===== src/hdl/bfd_regs.svh =====
// Offsets, constants and codes of the banked firmware download block.
// How it works
// - Flash is split into consecutive 64 KB sectors by offset bits above bit 15.
// - Flash offset zero sits at processor address ff00_0000, linear above.
// - Every flash program access carries exactly one byte.
// - Programming only clears bits; the written byte is old data ANDed with new.
// - Erase always covers one whole sector, with a sector-aligned address.
// - A base address value with bit 0 set is I/O, else memory.
// - Memory addresses pass unchanged; I/O space is reached at fe00_0000 plus offset.
// - Configuration data at fee0_0000 works only after the address at fec0_0000 is written.
// - Download mode is entered when the update switch is off at reset.
// - Shared memory is four 4 KB banks, chosen by word index bits 11 and 10.
// - Each bank has host and processor flags; a claim fails if the other owns it.
// - Wait for host on bank 0, then claim bank 3 to show readiness.
// - Claim a bank freed by the host before reading, then release the previous one.
// - Banks are visited strictly in order 0, 1, 2, 3 and round again.
// - A command is a code word, a body, and a closing CRC word.
// - After the CRC word the block reports an ACK or NACK value.
// - All processor ownership flags are dropped in the same cycle the result is reported.
// - Program start is a flash offset outside sector 0 unless in firmware submode.
// - Sectors are erased before programming only in the firmware submode.
// - Erase command erases the named sector; sector 0 only in firmware submode.
// - The CRC runs over the payload bytes alone.
// - CRC starts at zero, shifts in each byte, XORs a table entry of 04c11db7.
`ifndef BFD_REGS_SVH
`define BFD_REGS_SVH
`define BFD_FLAG_OFS 14'h04c0
`define BFD_SECT_LSB 16
`define BFD_BANK_LSB 10
`define BFD_FLASH_BASE 32'hff00_0000
`define BFD_IO_BASE 32'hfe00_0000
`define BFD_CFG_ADDR 32'hfec0_0000
`define BFD_CFG_DATA 32'hfee0_0000
`define BFD_TOP_FLASH 8'hff
`define BFD_TOP_IO 8'hfe
`define BFD_BAR_IO 0
`define BFD_CRC_POLY 32'h04c1_1db7
`define BFD_CRC_INIT 32'h0000_0000
`define BFD_CMD_PROG 32'h0000_0001
`define BFD_CMD_ERASE 32'h0000_0002
`define BFD_ACK 32'h0000_0006
`define BFD_NACK 32'h0000_0015
`endif


===== src/hdl/bfd_pkg.sv =====
// Types shared by the banked firmware download block.
package bfd_pkg;
	typedef enum logic [3:0] {S_OFF, S_WAIT0, S_RD, S_REL, S_RDW, S_RDD, S_PARSE,
		S_BYTE, S_FLW, S_NXT, S_CHK, S_EWT, S_DONE, S_HREL} bfd_state_t;
	typedef enum logic [2:0] {PH_CMD, PH_ARG, PH_ADDR, PH_DATA, PH_CRC} bfd_phase_t;
	typedef enum logic [2:0] {RG_NONE, RG_MEM, RG_IO, RG_FLASH, RG_CFGA, RG_CFGD,
		RG_REJ} bfd_region_t;
	typedef enum logic [2:0] {F_IDLE, F_RD, F_MRG, F_GO, F_WAIT} bfd_fstate_t;
endpackage


===== src/hdl/bfd_top.sv =====
// Processor-side banked firmware download engine and address mapper.
`include "bfd_regs.svh"
module bfd_top import bfd_pkg::*; #(
	parameter int AW = 23,
	parameter int PW = 12
) (
	input wire logic sys_clk_in,
	input wire logic rst_in,
	input wire logic ce_in,
	input wire logic update_sw_in,
	input wire logic sysfw_sub_in,
	input wire logic host_flag_wr_in,
	input wire logic [13:0] host_flag_addr_in,
	input wire logic [7:0] host_flag_wdata_in,
	output logic [7:0] flags_out,
	output logic [13:0] shm_addr_out,
	output logic shm_rd_out,
	input wire logic [31:0] shm_rdata_in,
	output logic [31:0] ack_out,
	output logic ack_valid_out,
	output logic dl_mode_out,
	output logic [AW-1:0] flash_addr_out,
	output logic [7:0] flash_wdata_out,
	output logic flash_rd_out,
	output logic flash_we_out,
	output logic flash_erase_out,
	input wire logic [7:0] flash_rdata_in,
	input wire logic flash_busy_in,
	input wire logic cpu_req_in,
	input wire logic cpu_wr_in,
	input wire logic [31:0] cpu_addr_in,
	input wire logic [31:0] cpu_wdata_in,
	input wire logic [31:0] bar_in,
	output bfd_region_t region_out,
	output logic [31:0] pci_addr_out,
	output logic bar_io_out
);
	localparam int SL = `BFD_SECT_LSB;
	localparam int BL = `BFD_BANK_LSB;

	// ------------------------------------------------------------
	// Signals.
	// ------------------------------------------------------------
	bfd_state_t state_q;
	bfd_phase_t phase_q;
	logic [3:0] host_q;
	logic [3:0] proc_q;
	logic [3:0] host_claim;
	logic strap_done_q;
	logic sub_q;
	logic [PW-1:0] ptr_q;
	logic [1:0] bank;
	logic [31:0] word_q;
	logic [31:0] cmd_q;
	logic [31:0] arg_q;
	logic [AW-1:0] ofs_q;
	logic [1:0] bi_q;
	logic [31:0] crc_q;
	logic [31:0] crc_nx;
	logic [7:0] cur_byte;
	logic bad_q;
	logic first_q;
	logic erased_q;
	logic need_erase;
	logic ers_ok;
	logic fl_go;
	logic fl_er;
	logic fl_busy;
	logic [AW-1:0] fl_addr;
	logic cfg_ok_q;
	logic [31:0] cfg_q;

	assign flags_out = {proc_q, host_q};
	assign bank = ptr_q[BL+1:BL];
	assign cur_byte = word_q[8*bi_q +: 8];
	assign need_erase = sub_q && (first_q || ofs_q[SL-1:0] == '0) && !erased_q;
	assign ers_ok = (arg_q[31:AW-SL] == '0) && (sub_q || arg_q[AW-SL-1:0] != '0);
	assign host_claim = (host_flag_wr_in && host_flag_addr_in == `BFD_FLAG_OFS) ?
		host_flag_wdata_in[3:0] : 4'h0;

	// ------------------------------------------------------------
	// Mode straps.
	// ------------------------------------------------------------
	// switch at reset
	always_ff @(posedge sys_clk_in) begin
		if (rst_in) begin
			strap_done_q <= 1'b0;
			dl_mode_out <= 1'b0;
			sub_q <= 1'b0;
		end else if (ce_in && !strap_done_q) begin
			strap_done_q <= 1'b1;
			dl_mode_out <= !update_sw_in;
			sub_q <= sysfw_sub_in;
		end
	end

	// ------------------------------------------------------------
	// Host ownership flags.
	// ------------------------------------------------------------
	// host claim fails
	always_ff @(posedge sys_clk_in) begin
		if (rst_in) begin
			host_q <= 4'h0;
		end else if (ce_in && host_flag_wr_in && host_flag_addr_in == `BFD_FLAG_OFS) begin
			host_q <= host_flag_wdata_in[3:0] & ~proc_q;
		end
	end

	// ------------------------------------------------------------
	// Payload CRC.
	// ------------------------------------------------------------
	bfd_crc_step #(
		.POLY(`BFD_CRC_POLY)
	) u_crc (
		.crc_in(crc_q),
		.byte_in(cur_byte),
		.crc_out(crc_nx)
	);

	// ------------------------------------------------------------
	// Flash sequencer requests.
	// ------------------------------------------------------------
	// gated writes
	always_comb begin
		fl_go = 1'b0;
		fl_er = 1'b0;
		fl_addr = ofs_q;
		if (state_q == S_BYTE && !bad_q) begin
			fl_go = 1'b1;
			fl_er = need_erase;
		end else if (state_q == S_CHK && cmd_q == `BFD_CMD_ERASE && !bad_q &&
			word_q == crc_q && ers_ok) begin
			fl_go = 1'b1;
			fl_er = 1'b1;
			fl_addr = {arg_q[AW-SL-1:0], {SL{1'b0}}};
		end
	end

	bfd_flash_ctl #(
		.AW(AW)
	) u_flash (
		.sys_clk_in(sys_clk_in),
		.rst_in(rst_in),
		.ce_in(ce_in),
		.start_in(fl_go),
		.erase_in(fl_er),
		.addr_in(fl_addr),
		.data_in(cur_byte),
		.busy_out(fl_busy),
		.flash_addr_out(flash_addr_out),
		.flash_wdata_out(flash_wdata_out),
		.flash_rd_out(flash_rd_out),
		.flash_we_out(flash_we_out),
		.flash_erase_out(flash_erase_out),
		.flash_rdata_in(flash_rdata_in),
		.flash_busy_in(flash_busy_in)
	);

	// ------------------------------------------------------------
	// Download sequencer.
	// ------------------------------------------------------------
	always_ff @(posedge sys_clk_in) begin
		if (rst_in) begin
			state_q <= S_OFF;
			phase_q <= PH_CMD;
			proc_q <= 4'h0;
			ptr_q <= '0;
			word_q <= 32'h0000_0000;
			cmd_q <= 32'h0000_0000;
			arg_q <= 32'h0000_0000;
			ofs_q <= '0;
			bi_q <= 2'h0;
			crc_q <= `BFD_CRC_INIT;
			bad_q <= 1'b0;
			first_q <= 1'b1;
			erased_q <= 1'b0;
			shm_rd_out <= 1'b0;
			shm_addr_out <= 14'h0000;
			ack_out <= 32'h0000_0000;
			ack_valid_out <= 1'b0;
		end else if (ce_in) begin
			unique case (state_q)
				S_OFF: begin
					if (strap_done_q && dl_mode_out) begin
						state_q <= S_WAIT0;
					end
				end
				S_WAIT0: begin
					if (host_q[0] && !host_q[3] && !host_claim[3]) begin
						proc_q[3] <= 1'b1;
						ack_valid_out <= 1'b0;
						ptr_q <= '0;
						phase_q <= PH_CMD;
						crc_q <= `BFD_CRC_INIT;
						bad_q <= 1'b0;
						first_q <= 1'b1;
						erased_q <= 1'b0;
						state_q <= S_RD;
					end
				end
				S_RD: begin
					if (proc_q[bank]) begin
						shm_rd_out <= 1'b1;
						shm_addr_out <= {ptr_q, 2'b00};
						state_q <= S_RDW;
					end else if (!host_q[bank] && !host_claim[bank]) begin
						proc_q[bank] <= 1'b1;
						state_q <= S_REL;
					end
				end
				S_REL: begin
					proc_q[bank - 2'h1] <= 1'b0;
					state_q <= S_RD;
				end
				S_RDW: begin
					shm_rd_out <= 1'b0;
					state_q <= S_RDD;
				end
				S_RDD: begin
					word_q <= shm_rdata_in;
					ptr_q <= ptr_q + 1'b1;
					state_q <= S_PARSE;
				end
				S_PARSE: begin
					state_q <= S_RD;
					unique case (phase_q)
						PH_CMD: begin
							cmd_q <= word_q;
							phase_q <= PH_ARG;
						end
						PH_ARG: begin
							arg_q <= word_q;
							if (word_q == 32'h0000_0000 && cmd_q == `BFD_CMD_PROG) begin
								phase_q <= PH_ADDR;
							end else if (cmd_q == `BFD_CMD_PROG) begin
								phase_q <= PH_ADDR;
							end else begin
								bad_q <= (cmd_q != `BFD_CMD_ERASE);
								phase_q <= PH_CRC;
							end
						end
						PH_ADDR: begin
							ofs_q <= word_q[AW-1:0];
							bi_q <= 2'h0;
							if (word_q[31:AW] != '0 || (!sub_q && word_q[AW-1:SL] == '0)) begin
								bad_q <= 1'b1;
							end
							phase_q <= (arg_q == 32'h0000_0000) ? PH_CRC : PH_DATA;
						end
						PH_DATA: begin
							state_q <= S_BYTE;
						end
						PH_CRC: begin
							state_q <= S_CHK;
						end
					endcase
				end
				S_BYTE: begin
					if (!bad_q && need_erase) begin
						erased_q <= 1'b1;
						state_q <= S_FLW;
					end else begin
						crc_q <= crc_nx;
						ofs_q <= ofs_q + 1'b1;
						arg_q <= arg_q - 32'h0000_0001;
						bi_q <= bi_q + 2'h1;
						first_q <= 1'b0;
						erased_q <= 1'b0;
						state_q <= bad_q ? S_NXT : S_FLW;
					end
				end
				S_FLW: begin
					if (!fl_busy) begin
						state_q <= erased_q ? S_BYTE : S_NXT;
					end
				end
				S_NXT: begin
					if (arg_q == 32'h0000_0000) begin
						phase_q <= PH_CRC;
						state_q <= S_RD;
					end else begin
						state_q <= (bi_q == 2'h0) ? S_RD : S_BYTE;
					end
				end
				S_CHK: begin
					if (bad_q || word_q != crc_q || (cmd_q == `BFD_CMD_ERASE && !ers_ok)) begin
						bad_q <= 1'b1;
						ack_out <= `BFD_NACK;
					end else begin
						ack_out <= `BFD_ACK;
					end
					state_q <= S_EWT;
				end
				S_EWT: begin
					if (!fl_busy) begin
						state_q <= S_DONE;
					end
				end
				S_DONE: begin
					proc_q <= 4'h0;
					ack_valid_out <= 1'b1;
					state_q <= S_HREL;
				end
				S_HREL: begin
					if (host_q == 4'h0) begin
						state_q <= S_WAIT0;
					end
				end
			endcase
		end
	end

	// ------------------------------------------------------------
	// Processor address mapping.
	// ------------------------------------------------------------
	always_ff @(posedge sys_clk_in) begin
		if (rst_in) begin
			region_out <= RG_NONE;
			pci_addr_out <= 32'h0000_0000;
			cfg_q <= 32'h0000_0000;
			cfg_ok_q <= 1'b0;
			bar_io_out <= 1'b0;
		end else if (ce_in) begin
			bar_io_out <= bar_in[`BFD_BAR_IO];
			if (!cpu_req_in) begin
				region_out <= RG_NONE;
			end else if (cpu_addr_in[31:24] == `BFD_TOP_FLASH) begin
				region_out <= RG_FLASH;
				pci_addr_out <= cpu_addr_in - `BFD_FLASH_BASE;
			end else if (cpu_addr_in == `BFD_CFG_ADDR) begin
				region_out <= RG_CFGA;
				if (cpu_wr_in) begin
					cfg_q <= cpu_wdata_in;
					cfg_ok_q <= 1'b1;
				end
			end else if (cpu_addr_in == `BFD_CFG_DATA) begin
				region_out <= cfg_ok_q ? RG_CFGD : RG_REJ;
				pci_addr_out <= cfg_q;
			end else if (cpu_addr_in[31:24] == `BFD_TOP_IO) begin
				region_out <= RG_IO;
				pci_addr_out <= cpu_addr_in - `BFD_IO_BASE;
			end else begin
				region_out <= RG_MEM;
				pci_addr_out <= cpu_addr_in;
			end
		end
	end

	// ------------------------------------------------------------
	// Checks.
	// ------------------------------------------------------------
	excl_own_a: assert property (@(posedge sys_clk_in) disable iff (rst_in)
		(host_q & proc_q) == 4'h0)
		else $error("Bank owned by both parties.");
	strap_hold_a: assert property (@(posedge sys_clk_in) disable iff (rst_in)
		strap_done_q |=> $stable(dl_mode_out) && $stable(sub_q))
		else $error("Download mode changed after reset.");
	own_read_a: assert property (@(posedge sys_clk_in) disable iff (rst_in)
		shm_rd_out |-> proc_q[shm_addr_out[13:12]])
		else $error("Read of a bank not owned.");
	keep_one_a: assert property (@(posedge sys_clk_in) disable iff (rst_in)
		($past(proc_q) != 4'h0 && state_q != S_HREL) |-> proc_q != 4'h0)
		else $error("Current bank released before next was held.");
	release_all_a: assert property (@(posedge sys_clk_in) disable iff (rst_in)
		ack_valid_out |-> proc_q == 4'h0)
		else $error("Result reported while a bank is held.");
	nack_bad_a: assert property (@(posedge sys_clk_in) disable iff (rst_in)
		(ack_valid_out && bad_q) |-> ack_out == `BFD_NACK)
		else $error("Failed command not answered with NACK.");
	no_write_a: assert property (@(posedge sys_clk_in) disable iff (rst_in)
		bad_q |-> !fl_go && !flash_we_out && !flash_erase_out)
		else $error("Flash write after a failed check.");
	sect0_a: assert property (@(posedge sys_clk_in) disable iff (rst_in)
		(fl_go && !sub_q) |-> fl_addr[AW-1:SL] != '0)
		else $error("Sector 0 touched outside submode.");
	flash_map_a: assert property (@(posedge sys_clk_in) disable iff (rst_in)
		($past(ce_in && cpu_req_in) && $past(cpu_addr_in[31:24]) == `BFD_TOP_FLASH) |->
		region_out == RG_FLASH && pci_addr_out == $past(cpu_addr_in) - `BFD_FLASH_BASE)
		else $error("Flash window mapped wrongly.");
	cfg_seq_a: assert property (@(posedge sys_clk_in) disable iff (rst_in)
		region_out == RG_CFGD |-> cfg_ok_q && pci_addr_out == cfg_q)
		else $error("Config data access without address.");
endmodule


===== src/hdl/bfd_crc_step.sv =====
// One byte step of the download CRC.
`include "bfd_regs.svh"
module bfd_crc_step #(
	parameter logic [31:0] POLY = `BFD_CRC_POLY
) (
	input wire logic [31:0] crc_in,
	input wire logic [7:0] byte_in,
	output logic [31:0] crc_out
);
	// Table entry built by eight right shifts of the index.
	function automatic logic [31:0] entry(input logic [7:0] idx);
		logic [31:0] c;
		c = {24'h00_0000, idx};
		for (int j = 0; j < 8; j++) begin
			c = c[0] ? ((c >> 1) ^ POLY) : (c >> 1);
		end
		return c;
	endfunction

	assign crc_out = {crc_in[23:0], byte_in} ^ entry(crc_in[31:24]);
endmodule


===== src/hdl/bfd_flash_ctl.sv =====
// Byte-wide flash program and sector erase sequencer.
`include "bfd_regs.svh"
module bfd_flash_ctl import bfd_pkg::*; #(
	parameter int AW = 23
) (
	input wire logic sys_clk_in,
	input wire logic rst_in,
	input wire logic ce_in,
	input wire logic start_in,
	input wire logic erase_in,
	input wire logic [AW-1:0] addr_in,
	input wire logic [7:0] data_in,
	output logic busy_out,
	output logic [AW-1:0] flash_addr_out,
	output logic [7:0] flash_wdata_out,
	output logic flash_rd_out,
	output logic flash_we_out,
	output logic flash_erase_out,
	input wire logic [7:0] flash_rdata_in,
	input wire logic flash_busy_in
);
	localparam int SL = `BFD_SECT_LSB;
	bfd_fstate_t st_q;
	logic [7:0] data_q;
	logic [7:0] old_q;

	assign busy_out = (st_q != F_IDLE);

	always_ff @(posedge sys_clk_in) begin
		if (rst_in) begin
			st_q <= F_IDLE;
			flash_addr_out <= '0;
			flash_wdata_out <= 8'h00;
			flash_rd_out <= 1'b0;
			flash_we_out <= 1'b0;
			flash_erase_out <= 1'b0;
			data_q <= 8'h00;
			old_q <= 8'hff;
		end else if (ce_in) begin
			unique case (st_q)
				F_IDLE: begin
					if (start_in && erase_in) begin
						flash_addr_out <= {addr_in[AW-1:SL], {SL{1'b0}}};
						flash_erase_out <= 1'b1;
						st_q <= F_GO;
					end else if (start_in) begin
						flash_addr_out <= addr_in;
						data_q <= data_in;
						flash_rd_out <= 1'b1;
						st_q <= F_RD;
					end
				end
				F_RD: begin
					flash_rd_out <= 1'b0;
					st_q <= F_MRG;
				end
				F_MRG: begin
					old_q <= flash_rdata_in;
					flash_wdata_out <= data_q & flash_rdata_in;
					flash_we_out <= 1'b1;
					st_q <= F_GO;
				end
				F_GO: begin
					flash_we_out <= 1'b0;
					flash_erase_out <= 1'b0;
					st_q <= F_WAIT;
				end
				F_WAIT: begin
					if (!flash_busy_in) begin
						st_q <= F_IDLE;
					end
				end
			endcase
		end
	end

	clear_only_a: assert property (@(posedge sys_clk_in) disable iff (rst_in)
		flash_we_out |-> ((flash_wdata_out & ~old_q) == 8'h00))
		else $error("Program would raise a flash bit.");
	erase_align_a: assert property (@(posedge sys_clk_in) disable iff (rst_in)
		flash_erase_out |-> (flash_addr_out[SL-1:0] == '0) && !flash_we_out)
		else $error("Erase address is not sector aligned.");
endmodule


===== config.mk =====
export PLATFORM = sky130hd
export DESIGN_NAME = bfd_top
export DESIGN_NICKNAME = d
export VERILOG_FILES = /design/src/hdl/bfd_pkg.sv /design/src/hdl/bfd_top.sv /design/src/hdl/bfd_crc_step.sv /design/src/hdl/bfd_flash_ctl.sv
export VERILOG_INCLUDE_DIRS = /design/src /design/src/hdl
export SDC_FILE = /design/constraint.sdc
export NUM_CORES = 1
export LEC_CHECK = 0
export ABC_AREA = 1
export ABC_CLOCK_PERIOD_IN_PS = 1860
export BUFFER_PORTS_ARGS = -buffer_cell sky130_fd_sc_hd__buf_2
export CAP_MARGIN = 40
export CELL_PAD_IN_SITES_DETAIL_PLACEMENT = 1
export CELL_PAD_IN_SITES_GLOBAL_PLACEMENT = 2
export CORE_MARGIN = 2
export CORE_UTILIZATION = 28
export CTS_CLUSTER_DIAMETER = 120
export DETAILED_ROUTE_END_ITERATION = 8
export PLACE_DENSITY = 0.81
export SYNTH_ARGS = -nofsm -noshare
export SYNTH_HDL_FRONTEND = slang
export SYNTH_SLANG_ARGS = --single-unit

===== constraint.sdc =====
create_clock -name sys_clk_in -period 1.86 [get_ports sys_clk_in]
set_input_delay 0.186 -clock sys_clk_in [delete_from_list [all_inputs] [get_ports sys_clk_in]]
set_output_delay 0.186 -clock sys_clk_in [all_outputs]
set_load 0.01 [all_outputs]

---- After elaboration in Yosys (flattened, before gate mapping) ----
Cells that the tools add are included.
storage, ports and cells
  bits in writable memories ............... 0
  input port bits ......................... 167
  register bits ........................... 346
  bits in read-only memories .............. 0
  latch bits .............................. 0
  logic and storage cells ................. 309
  memories ................................ 0
cells by class
  reductions and logical operators ........ 89
  bitwise gates (word level) .............. 17
  equal/unequal tests ..................... 56
  divide/modulo/power cells ............... 0
  add/sub/neg operators ................... 7
  multiplexer cells ....................... 101
  multipliers ............................. 0
  shift operators ......................... 1
  magnitude comparators ................... 4
operator list
  operator                count
  $mux 32                 8
  $mux 27                 8
  $mux 23                 6
  $pmux 32 s2             2
  $not 14->14             6
  $eq 32x32->1 const B    2
  $logic_not 32->1        2
  $sub 32x32->32 const B  2
  $pmux 4 s14             1
  $pmux 23 s2             1
  $mux 4                  11
  $mux 3                  14
  $eq 32x1->1 const B     1
  $eq 32x2->1 const B     1
  $eq 32x32->1            1
  $ne 32x2->1 const B     1
  $ne 32x32->1            1
  $shiftx 32x6->8         1
  $sub 32x1->32 const B   1
  $xor 32x27->32          1
  $reduce_and 3->1        10
  $ne 2x2->1 const B      14
  $pmux 3 s3              3
  $logic_not 25->1        1
  58 further kinds        176

---- Longest topological paths before layout ----
Gate-level depths: netlist of run 1.
  depth in word-level cells ............... 19
  mapped depth ............................ 16

---- Modules after synthesis ----
Synthesis of run 1 repeated with hierarchy kept, for this count alone.
second synthesis, totals
  cells, all modules ...................... 2,720
  area total of the unflattened synthesis .. 17,732.0 um2
by module, submodules not included
  module         times used  cells each  area each (um2)  sequential area each (um2)
  bfd_top        1           2,322       14,760.4         5,445.2
  bfd_flash_ctl  1           229         1,876.8          900.9
  bfd_crc_step   1           169         1,094.8          0.0

---- Worst setup path after synthesis of run 1 ----
OpenSTA, ideal clock, no wires.
  path type ............................... flip-flop to flip-flop
  start ................................... register ofs_q[0]
  end ..................................... register ofs_q[18]
  path buffers ............................ 0
  period minus slack after synthesis ...... 1.849 ns
  stages on the path, launching flop included .. 14
  slack ................................... 0.011 ns
  arrival ................................. 1.785 ns
  path through ............................ dfxtp_1 ha_1 nand2_1 nor2_1 nand2_1 nor2_1 inv_1 nor2_1 nand2_1 inv_1 nand2_1 o31ai_1 a21oi_1 nor2_1
between the ends
  longest elaborated chain between the ends .. 7
  elaborated cells between the ends (all ways) .. 10
  those cells by class .................... add/sub: 1; eq/ne: 1; mux: 2; reduce/logical: 6
ends and longest elaborated chain
  element                                                RTL line        source
  start: declaration                                     bfd_top.sv:56   logic [AW-1:0] ofs_q;
  start signal: assignment                               bfd_top.sv:243  ofs_q <= word_q[AW-1:0];
  start signal: assignment                               bfd_top.sv:264  ofs_q <= ofs_q + 1'b1;
  branches (longest 7 deep; another with $add 23x1->23)  -
Several ways; the timed one is not identified. The select of a mux whose other input is x is not followed.
A chain may end at the register's enable or synchronous reset.

---- Worst setup path after layout of run 1 ----
  start ................................... register crc_q[15]
  end ..................................... register u_flash.data_q[1]
between the ends
  longest elaborated chain between the ends .. 8
  elaborated cells between the ends (all ways) .. 9
  those cells by class .................... eq/ne: 1; mux: 3; bitwise: 1; reduce/logical: 4
ends and longest elaborated chain
  element                              RTL line             source
  start: declaration                   bfd_top.sv:58        logic [31:0] crc_q;
  start signal: assignment             bfd_top.sv:173       crc_q <= `BFD_CRC_INIT;
  start signal: assignment             bfd_top.sv:194       crc_q <= `BFD_CRC_INIT;
  start signal: assignment             bfd_top.sv:263       crc_q <= crc_nx;
  $eq 32x32->1 (*)                     bfd_top.sv:132       word_q == crc_q && ers_ok) begin
  $logic_and 1x1->1 (*) (2 in series)  bfd_top.sv:131       end else if (state_q == S_CHK && cmd_q == `BFD_CMD_ERASE && !bad_q &&
  $mux 1 (*)                           bfd_top.sv:131
  $mux 1                               bfd_top.sv:128       if (state_q == S_BYTE && !bad_q) begin
  $logic_and 1x1->1                    bfd_flash_ctl.sv:42  if (start_in && erase_in) begin
  $not 1->1 (no line)                  -
  $reduce_and 4->1 (no line) (*)       -
  end signal: assignment               bfd_flash_ctl.sv:48  data_q <= data_in;
  end: declaration                     bfd_flash_ctl.sv:24  logic [7:0] data_q;
Every way passes the cells marked *; elsewhere a longest branch is shown, timed or not.

==> summary.md, run 1 <==
| Metric | Value |
|---|---|
| Worst R2R Start | crc_q[15]$_SDFFE_PP0P_ |
| Worst slew pin tran | 0.8566 ns |
| Critical Path RT | 2.30 ns |
| Fmax | ~480 MHz |
| Starting Density | 28.23% |
| Placed Area | 22750 um2 |
| Sequential area share after synthesis | 36.49% |
| CP top delay family | simple AND/OR/NAND/NOR gates |
| Hold WS | around 0.018 ns |
| Final Critical Period | 2.095 ns |
| Final period utilization | 112.6% |
| Chip Width | 253.2 um |
| Clk pin slew, worst setup/hold paths | 0.06 ns |
| Clk_skew | 0.02542 ns |
| CP Capture Type | flip-flop |
| PortBufs | between 200 and 250 |
| Worst hold start | cpu_addr_in[2] |
| Final Hold Vio Count | 0 |
| FFs w/ async S/R, synth | 0% |
| Slowest CP cell | dfxtp_2 |
| VDD IR max | 0.5835 mV |
| Post-synth EDFFs | 0 |
| DRC violations left | 0 |
| DRT Wirelength | 86790 um |
| CTS tree | built |
| Iter 0 DRT Violations | 1108 |
| Dpl ws | -0.2918 ns |
| Synth Area per Inst | 6.553 um2 |
| Largest family of logic cells by synthesized area | simple AND/OR/NAND/NOR gates |
| Reg2Reg Setup Slack | -0.23 ns |
| First-pass GRT wire length | 122800 um |
| Core Rows | 91 |
| Drt pass-1 iters | 5 |
| DIE AREA | 64120 um2 |
| Vias per cell | 4.979 |
| Seq cells post-synth | 317 |
| Clock latency at the later pin of the worst-skew pair | 0.57 ns |
| CTS H-tree lvls | 2 |
| Wirelength per Cell | 20.12 um |
| Worst Hold Endpoint | pci_addr_out[2]$_SDFFE_PP0P_ |
| Adder-cell share of the synthesized area | less than 1% |
| Hold Path Depth | 5 |
| Final setup viols | roughly 110 |
| Reg-to-reg endpoint | u_flash.data_q[1]$_SDFFE_PP0P_ |
| Area growth syn-to-layout | 61.07% |
| RSZ-0062 raised after global routing | yes |
| Worst setup SP type | flip-flop |
| Vias in the first global route | 22440 |
| I/O pin cnt | 294 |
| Most common cell after layout, fill and taps aside | buf_4 |
| Fill count | 7614 |
| Count of different cell masters after synthesis | 58 |
| Most used cell, CP | nand2_1 |
| Largest net degree at the start of global routing | 146 |
| Final WS setup | -0.2349 ns |
| Cell Pwr Density | 767.3 nW/um2 |
| Maximum clock path buffer count | 3 |
| CP cell instances | inv_1, nand2_1, buf_4, nand2_1, nor2_1, nand2_2, nor2_1, nand2_1, nor2_4, nand4_4, nand4_4, nand2_1, nand2_1, nor2_1 |
| Critical Setup Path Class | reg2reg |
| Final HPWL DP | 58020 um |
| Final Net Count | 3624 |
| All-Layer GR Usage | about a quarter |
| Clock Sinks | approximately 320 |
| Arrival time at the worst endpoint | 2.54 ns |
| Max Slew Vio Count | 0 |
| CP Max Fanout | 5 |
| Mux share of post-synthesis cell area | 0% |
| Worst Path Buf+Inv | 2 |
| Leakage dissipation | 12.68 nW |
| Initial antenna violation count | 5 |
| Critical path depth | 14 |
| Global route overflow | 0 |
| Most used DFF post-synth | dfxtp_1 |
| CP peak stage delay | 0.37 ns |
| Final Core Density | a little under half |
| XOR/XNOR Fraction of Synth Area | 3.770% |
| Overall Power | 0.02149 W |
| Die height | 253.2 um |
| Max-Cap Viols | 0 |
| Status | finished, violations left |
| Worst Hold Class | in2reg |
| Clock root buffer | clkbuf_16 |
| Most frequent cells in the layout | buf_4 (482), nand2_1 (468), a21oi_1 (259) |
| Max_slew headroom | 42.90% |
| Post-Synthesis Cells | 2654 |
| Via count | around 21000 |
| YS warnings | 0 |
| Complex-gate fraction of the synthesized area | 17.24% |
| Final instance area | between 20000 and 30000 um2 |
| R2R depth | 14 |
| Core area | 61600 um2 |
| Mapped Area | 17390 um2 |
| Share of cells above drive strength 1 | between 30% and 40% |
| Routed Antenna Nets | 0 |
| Failing checks | negative setup slack |
| Total CTS buffers | 39 |
| Post-Synth Simple-Gate Area | about 31% |
| Gp weighted congestion | 0.9291 |
-- through the flow --
step                      TNS [ns]  cells
after floorplan                  0   2683
after global placement      -16.37   4074
after detailed placement    -30.10   4074
after CTS                   -4.343   4259
after global routing        -22.13   4313
final                       -9.858   4314
-- cell type report --
cell class | count | area (um2) | area share (%)
inverters | 285 | 1125 | 4.015
well taps | 837 | 1047 | 3.738
clock inverters | 8 | 45.04 | 0.1608
multi-input cells | 1935 | 11210 | 40.02
diodes | 2 | 5.005 | 0.01787
repair inverters | 3 | 26.28 | 0.09380
flip-flops and latches | 317 | 6490 | 23.17
clock buffers | 60 | 1197 | 4.274
repair buffers | 867 | 6867 | 24.51
-- worst max-delay path by stage --
stage | startpoint | end | slack, ns
CTS | cmd_q[22]$_SDFFE_PP0P_ | u_flash.data_q[1]$_SDFFE_PP0P_ | -0.12
finish | crc_q[15]$_SDFFE_PP0P_ | u_flash.data_q[1]$_SDFFE_PP0P_ | -0.23
detailed placement | crc_q[0]$_SDFFE_PP0P_ | u_flash.st_q[1]$_SDFFE_PP0P_ | -0.29
global route | crc_q[22]$_SDFFE_PP0P_ | u_flash.flash_addr_out[9]$_SDFFE_PP0P_ | -0.33
floorplan | ofs_q[0]$_SDFFE_PP0P_ | ofs_q[18]$_SDFFE_PP0P_ | 0.01
global placement | host_flag_wr_in | crc_q[15]$_SDFFE_PP0P_ | -0.21
-- power breakdown --
| part | leakage (nW) | total [W] | internal [W] | switching (W) |
|---|---|---|---|---|
| Combinational | 9.46 | 0.00661 | 0.00282 | 0.00379 |
| Clock | 0.612 | 0.00761 | 0.00441 | 0.00320 |
| Sequential | 2.60 | 0.00727 | 0.00704 | 0.000230 |
| Total | 12.7 | 0.0215 | 0.0143 | 0.00722 |
-- tightest hold or removal path, delay by kind of cell --
family	cells	cell delay (ns)
buffers and inverters	2	0.18
AOI/OAI and AO/OA	2	0.12
and+or+nand+nor	1	0.06
-- Yosys cell counts (2+ instances only) --
| library cell | n | area [um2] |
|---|---|---|
| o2111ai_1 | 2 | 17.52 |
| nand4_2 | 2 | 25.02 |
| a21oi_1 | 283 | 1416 |
| nor3_2 | 3 | 30.03 |
| nor2_1 | 320 | 1201 |
| a211oi_1 | 8 | 60.06 |
| xnor2_1 | 18 | 157.7 |
| nand3b_1 | 3 | 22.52 |
| o211ai_1 | 12 | 90.09 |
| nand2_2 | 8 | 50.05 |
| dfxtp_1 | 317 | 6346 |
| nand3_1 | 178 | 890.9 |
| nand3_4 | 2 | 35.03 |
| nor4_1 | 9 | 56.30 |
| nor2_4 | 3 | 33.78 |
| nor2_2 | 14 | 87.58 |
| or2_2 | 11 | 68.82 |
| nand3_2 | 4 | 40.04 |
| o21ai_0 | 185 | 925.9 |
| a31o_2 | 3 | 26.28 |
| o21a_1 | 2 | 15.01 |
| inv_1 | 263 | 987.2 |
| xor2_1 | 50 | 437.9 |
| nand2_1 | 588 | 2207 |
| nor3b_1 | 3 | 22.52 |
| o31ai_1 | 10 | 75.07 |
| o22ai_1 | 4 | 25.02 |
| ha_1 | 9 | 112.6 |
| o21ai_1 | 28 | 140.1 |
| buf_1 | 7 | 26.28 |
| inv_2 | 20 | 75.07 |
| buf_2 | 15 | 75.07 |
| a31oi_1 | 5 | 31.28 |
| nand2_4 | 3 | 33.78 |
| buf_6 | 3 | 33.78 |
| clkinv_1 | 2 | 7.510 |
| nand4_1 | 53 | 331.6 |
| and2_1 | 2 | 12.51 |
| buf_4 | 40 | 300.3 |
| nor3_1 | 38 | 190.2 |
| clkbuf_1 | 86 | 322.8 |
| or2_0 | 4 | 25.02 |
| a21boi_0 | 18 | 135.1 |
| nand4_4 | 2 | 42.54 |
-- state kept, by name (all words and copies together), names as in the netlist, 12 cells and up --
| name | flops |
|---|---|
| shm_addr_out | 12 |
| crc_q | 32 |
| word_q | 32 |
| pci_addr_out | 32 |
| cfg_q | 32 |
| u_flash.flash_addr_out | 23 |
| ofs_q | 23 |
| cmd_q | 32 |
| ptr_q | 12 |
| arg_q | 32 |
-- cell families (layout without fill, tap and decap cells) --
group | after synthesis | in the layout
and+or+nand+nor | 1255 | 1260
AOI/OAI and AO/OA | 565 | 565
buffers and inverters | 436 | 1223
DFF | 317 | 317
xor gates and xnor gates | 71 | 71
adders and majority gates | 9 | 9
other | 1 | 32
-- repair_timing --
action,4_1_cts,5_1_grt
gates resized for setup,299,448
buffers inserted,37,46
hold endpoints to repair,74,0
hold buffers,74,0
setup endpoints to repair,163,270
gates cloned,6,20
pin swaps,89,174
-- routing by layer --
metal,wire (um),part of all wire [%],global-route usage (%),up-vias
met5,27,0.031,0,-
met4,4834,5.6,11.14,4
met3,4314,5.0,5.201,230
met2,43870,51,43.59,558
met1,33740,39,27.30,10480
li1,-,-,-,10210
(Power assumes the default switching activity.)
==> run 2, diff against run 1 <==
BUFFER_PORTS_ARGS = default   (was -buffer_cell sky130_fd_sc_hd__buf_2)
CORE_UTILIZATION = 31   (was 28)
DONT_BUFFER_PORTS = 1   (was default)
GPL_TIMING_DRIVEN = 0   (was default)
PLACE_DENSITY = 0.8   (was 0.81)
==> run 2 against run 1 <==
Against the previous run: the flow still finishes with violations (negative setup slack); combinational power shrank 4.7%; critical path depth shrank 1; clock skew shrank 0.0088 ns; clock power grew 7.9%; via count shrank 5.1%; design area shrank 7.9%; sequential power grew 2%; clock-buffer cell count grew 4; critical endpoint is now u_flash.flash_addr_out[20]$_SDFFE_PP0P_; routed wire length grew 0.15%; largest cell class unchanged; highest routed layer is now met4; non-clock buffer count shrank 394; largest power group unchanged; global-route usage grew 3.4 points; critical path type unchanged.
==> summary.md, run 2 (same netlist as run 1, synthesis figures left out) <==
| Metric | Value |
|---|---|
| Most frequent cells in the layout | nand2_1 (495), nor2_1 (241), dfxtp_1 (238) |
| Wirelength per Cell | 22.70 um |
| Routed Antenna Nets | 0 |
| Die height | 240.9 um |
| Final WS setup | -0.3531 ns |
| Fmax | between 400 and 500 MHz |
| Dpl ws | -0.9599 ns |
| Critical Path RT | 2.36 ns |
| I/O pin cnt | about 290 |
| Max-Cap Viols | 0 |
| First-pass GRT wire length | 122100 um |
| CP Max Fanout | 6 |
| Largest net degree at the start of global routing | 12 |
| Sequential cell area | 6538 um2 |
| Most common cell after layout, fill and taps aside | nand2_1 |
| CP cell instances | inv_1, nand2_1, nand2_1, nor2_1, nand2_1, nor2_2, nand2_2, buf_4, nor3_4, buf_12, buf_12, nand4_1, a21oi_2 |
| Placed cells | approximately 3400 |
| Vias in the first global route | approximately 20000 |
| Most used cell, CP | nand2_1 |
| Reg2Reg Setup Slack | -0.35 ns |
| Leakage dissipation | between 10 and 15 nW |
| Hold WS | 0.03208 ns |
| Worst R2R Start | crc_q[3]$_SDFFE_PP0P_ |
| RSZ-0062 raised after global routing | yes |
| Final period utilization | 119.0% |
| Worst slew pin tran | 1.000 ns |
| Clock latency at the later pin of the worst-skew pair | 0.57 ns |
| CP peak stage delay | ~0.39 ns |
| VDD IR max | 0.5899 mV |
| Final setup viols | 165 |
| Clock root buffer | clkbuf_16 |
| Initial antenna violation count | 3 |
| Max_slew headroom | 33.30% |
| Starting Density | 31.45% |
| Reg-to-reg endpoint | u_flash.flash_addr_out[20]$_SDFFE_PP0P_ |
| Worst Hold Class | in2reg |
| Final Net Count | between 3000 and 4000 |
| Critical Path Start | crc_q[3]$_SDFFE_PP0P_ |
| Slowest CP cell | dfxtp_2 |
| Clk_skew | 0.01661 ns |
| Core area | 55310 um2 |
| DIE AREA | 58010 um2 |
| PortBufs | 0 |
| Worst Path Buf+Inv | 4 |
| Multi-input gate area | 11410 um2 |
| Share of cells above drive strength 1 | 30.47% |
| Vias per cell | ~5.3 |
| Clk pin slew, worst setup/hold paths | 0.06 ns |
| CTS tree | built |
| Clock Sinks | 317 |
| CP Capture Point | u_flash.flash_addr_out[20]$_SDFFE_PP0P_ |
| Final Hold Vio Count | 0 |
| DRT Wirelength | around 87000 um |
| Failing checks | negative setup slack |
| Final Core Density | between 40% and 50% |
| Total CTS buffers | 41 |
| Final HPWL DP | 59430 um |
| Gp weighted congestion | ~0.91 |
| Max Slew Vio Count | 0 |
| Final Critical Period | 2.213 ns |
| CTS H-tree lvls | 2 |
| Chip Width | between 200 and 250 um |
| Fill count | about 7000 |
| CP top delay family | simple AND/OR/NAND/NOR gates |
| DRC violations left | 0 |
| Cell Pwr Density | around 850 nW/um2 |
| All-Layer GR Usage | 27.70% |
| Critical path depth | 13 |
| Arrival time at the worst endpoint | between 2 and 3 ns |
| Global route overflow | 0 |
| Area growth syn-to-layout | 48.35% |
| Via count | 20380 |
| Core Rows | 86 |
| CP Capture Type | flip-flop |
| Iter 0 DRT Violations | 1286 |
| R2R depth | 13 |
| Critical Setup Path Class | reg2reg |
| Drt pass-1 iters | 6 |
| Status | finished, violations left |
| Maximum clock path buffer count | 3 |
| Post-route insts no fill | 3829 |
| Worst setup SP type | flip-flop |
==> run 2: changes by cell type in the layout (fill, tap and decap cells not counted), sizes merged, moves of 3 or more <==
cell,delta
clkbuf,+75
dlymetal6s4s,-3
inv,-4
buf,-512
dlygate4sd3,+50
==> run 2: layer usage <==
metal | routed length (um) | global-route usage [%] | vias up
li1 | - | - | 9412
met1 | 34690 | 33.05 | 10100
met2 | 42600 | 48.10 | 672
met3 | 5873 | 5.982 | 197
met4 | 3751 | 11.54 | 0
met5 | 0 | 0 | -
==> run 2: how the worst min path moves through the flow <==
stage,depth (start not counted),end,startpoint,slack (ns)
2_1_floorplan,1,dl_mode_out$_SDFFE_PP0P_,update_sw_in,0.28
3_5_place_dp,1,dl_mode_out$_SDFFE_PP0P_,update_sw_in,0.28
3_3_place_gp,1,dl_mode_out$_SDFFE_PP0P_,update_sw_in,0.28
4_1_cts,6,pci_addr_out[25]$_SDFFE_PP0P_,cpu_addr_in[25],0.002
6_report,6,pci_addr_out[25]$_SDFFE_PP0P_,cpu_addr_in[25],0.03
5_1_grt,6,pci_addr_out[25]$_SDFFE_PP0P_,cpu_addr_in[25],0.05
==> run 2: cell type report <==
cell class | instances | area share (%)
antenna | 3 | 0.02910
buffer | 147 | 4.340
clock buffer | 64 | 4.864
clock inverter | 9 | 0.3977
inverter | 285 | 4.452
multi-input combinational | 1930 | 44.24
sequential | 317 | 25.34
tap | 748 | 3.628
timing repair buffer | 326 | 12.71
==> run 2: timing repair <==
action / CTS / global route
setup buffers: 80 / 102
hold buffers: 121 / 0
cloned: 15 / 8
hold endpoints to repair: 114 / 0
pin swaps: 58 / 151
setup endpoints to repair: 228 / 273
gates resized for setup: 525 / 457
==> run 2: stage by stage <==
stage	TNS, ns	total power (W)	area (um2)
global route	-42.19	0.02272	25800
finish	-29.02	0.02197	25800
detailed placement	-170.19	0.01124	18510
CTS	-19.45	0.02076	23470
floorplan	0	0.009900	17500
global placement	-166.48	0.01115	18440
==> run 2: worst min-delay path, stage by stage <==
cell and delay [ns]:
ha_1 0.10, nand2_1 0.05, o21ai_0 0.07, o21ai_0 0.07, nand2_1 0.05, inv_1 0.03
==> run 2: report_power, final <==
group	internal [W]	switching (W)	leakage, nW	total [W]
logic	0.00256	0.00375	7.43	0.00630
registers	0.00704	0.000408	2.61	0.00745
clock network	0.00491	0.00331	0.672	0.00821
==> run 3, diff against run 2 <==
CELL_PAD_IN_SITES_GLOBAL_PLACEMENT = 1   (was 2)
CORE_UTILIZATION = 33   (was 31)
GPL_ROUTABILITY_DRIVEN = 0   (was default)
PLACE_DENSITY = 0.68   (was 0.8)
==> run 3 against run 2 <==
Against the previous run: the run still ends with negative setup slack left; core utilization increased by 1.1 points; sequential power barely moved; clock skew rose by 0.012 ns; sequential share of layout area is 0.95 points higher; critical path depth is 3 lower; die area decreased by 6.0%; flip-flop and latch count did not move; routed wire length is 2.1% lower; combinational power is 7.3% lower; critical endpoint is now crc_q[26]$_SDFFE_PP0P_.
==> summary.md, run 3 (same netlist as run 1, synthesis figures left out) <==
| Metric | Value |
|---|---|
| Worst setup SP type | flip-flop |
| Final Hold Vio Count | 0 |
| Fill count | 6489 |
| Final setup viols | 144 |
| Vias per cell | approximately 5.5 |
| Final HPWL DP | 57580 um |
| Clk pin slew, worst setup/hold paths | 0.06 ns |
| Most frequent cells in the layout | nand2_1 (497), a21oi_1 (239), nor2_1 (235) |
| CP Capture Type | flip-flop |
| Worst Path Buf+Inv | 2 |
| CP peak stage delay | 0.42 ns |
| DRC violations left | 0 |
| Starting Density | 33.23% |
| Core area | 52340 um2 |
| Wirelength per Cell | 22.83 um |
| DIE AREA | 54550 um2 |
| Slowest CP cell | o31ai_4 |
| Final period utilization | 121.7% |
| I/O pin cnt | 294 |
| First-pass GRT wire length | 123500 um |
| CP Max Fanout | 7 |
| Initial antenna violation count | 0 |
| Clock Sinks | 317 |
| Die height | 233.6 um |
| Fmax | about 440 MHz |
| CTS tree | built |
| Chip Width | approximately 230 um |
| Worst Hold Class | in2reg |
| Most common cell after layout, fill and taps aside | nand2_1 |
| All-Layer GR Usage | 29.35% |
| Max_slew headroom | 27.26% |
| Worst slew pin tran | 1.091 ns |
| Final WS setup | -0.4045 ns |
| Clock latency at the later pin of the worst-skew pair | 0.59 ns |
| Post-route insts no fill | 3726 |
| RSZ-0062 raised after global routing | yes |
| CP cell instances | nor2_1, nand4_1, o31ai_4, nand2_4, nand4_4, nor2_4, buf_12, buf_8, nand2_1, o21ai_1 |
| Arrival time at the worst endpoint | 2.72 ns |
| Max-Cap Viols | 0 |
| Status | finished, violations left |
| Final Critical Period | approximately 2.3 ns |
| DRT Wirelength | 85060 um |
| Critical Path RT | 2.32 ns |
| Total CTS buffers | 39 |
| Number of antenna diodes | 0 |
| Global route overflow | 0 |
| Routed Antenna Nets | 0 |
| Max Slew Vio Count | 0 |
| Leakage dissipation | between 10 and 15 nW |
| Iter 0 DRT Violations | between 1000 and 1500 |
| PortBufs | 0 |
| Clock root buffer | clkbuf_16 |
| Critical Setup Path Class | reg2reg |
| CP top delay family | simple AND/OR/NAND/NOR gates |
| Share of cells above drive strength 1 | 28.87% |
| Setup TNS | -39.01 ns |
| Drt pass-1 iters | 7 |
| Failing checks | negative setup slack |
| Maximum clock path buffer count | 3 |
| Core Rows | 84 |
| Final Net Count | 3186 |
| Cell Pwr Density | 851.2 nW/um2 |
| VDD IR max | 0.6115 mV |
| Via count | ~20000 |
| CTS H-tree lvls | 2 |
| Vias in the first global route | 21110 |
| Largest net degree at the start of global routing | 13 |
| Placed cells | 3375 |
| Area growth syn-to-layout | 43.81% |
| Clk_skew | 0.02873 ns |
## run 3: layer usage
metal | part of all wire, % | GRT usage, % | up-vias | wire (um)
met5 | 0 | 0 | - | 0
met4 | 5.0 | 12.16 | 0 | 4216
met3 | 7.4 | 6.091 | 247 | 6314
met2 | 48 | 50.65 | 804 | 41220
met1 | 39 | 35.29 | 10110 | 33320
li1 | - | - | 9340 | -
## run 3: worst reg2reg max path, delay by kind of cell, from the launching register on
kind	cells	cell delay, ns
buffers and inverters	2	0.29
flip-flops	1	0.40
AO/OA/AOI/OAI	2	0.48
AND/OR/NAND/NOR	6	1.00
## run 3: timing repair
action                                  CTS  global route
pin swaps                                83            87
endpoints found under the setup margin  228           272
hold buffers                            124             0
gates resized for setup                 596           336
endpoints found under the hold margin   114             0
gates cloned                             17             1
setup buffers                            98            53
## run 3: cell type report
class	count	area, um2	area share [%]
multi-input cells	1930	11110	44.40
well taps	688	860.8	3.442
plain buffers	146	1051	4.202
repair buffers	291	2927	11.70
clock buffers	57	1174	4.693
flip-flops and latches	317	6576	26.29
clock inverters	12	152.6	0.6103
inverters	285	1164	4.653
## run 3: path summary, 6_finish.rpt
kind / end / depth (start not counted) / slack [ns] / startpoint
worst min register to register: first_q$_SDFFE_PP1P_ / 2 / 0.46 / first_q$_SDFFE_PP1P_
worst max-delay path: crc_q[26]$_SDFFE_PP0P_ / 10 / -0.40 / ofs_q[10]$_SDFFE_PP0P_
worst min-delay path: pci_addr_out[25]$_SDFFE_PP0P_ / 6 / 0.03 / cpu_addr_in[25]
worst max register to register: crc_q[26]$_SDFFE_PP0P_ / 10 / -0.40 / ofs_q[10]$_SDFFE_PP0P_
## run 3: through the flow
step / hold slack [ns] / setup slack, ns / area (um2) / utilization (%) / total power, W
final: 0.02894 / -0.4045 / 25010 / 47.78 / 0.02129
after global routing: 0.05868 / -0.4436 / 25010 / 47.78 / 0.02205
after CTS: 0.01766 / -0.2318 / 23670 / 45.22 / 0.02043
after detailed placement: 0.2796 / -1.219 / 18420 / 35.19 / 0.01118
after global placement: 0.2802 / -1.163 / 18360 / 35.08 / 0.01107
after floorplan: 0.2760 / 0.01124 / 17500 / - / 0.009900
## run 3: power breakdown
group	internal [W]	switching [W]
Clock	0.00468	0.00333
Combinational	0.00222	0.00362
Sequential	0.00704	0.000401
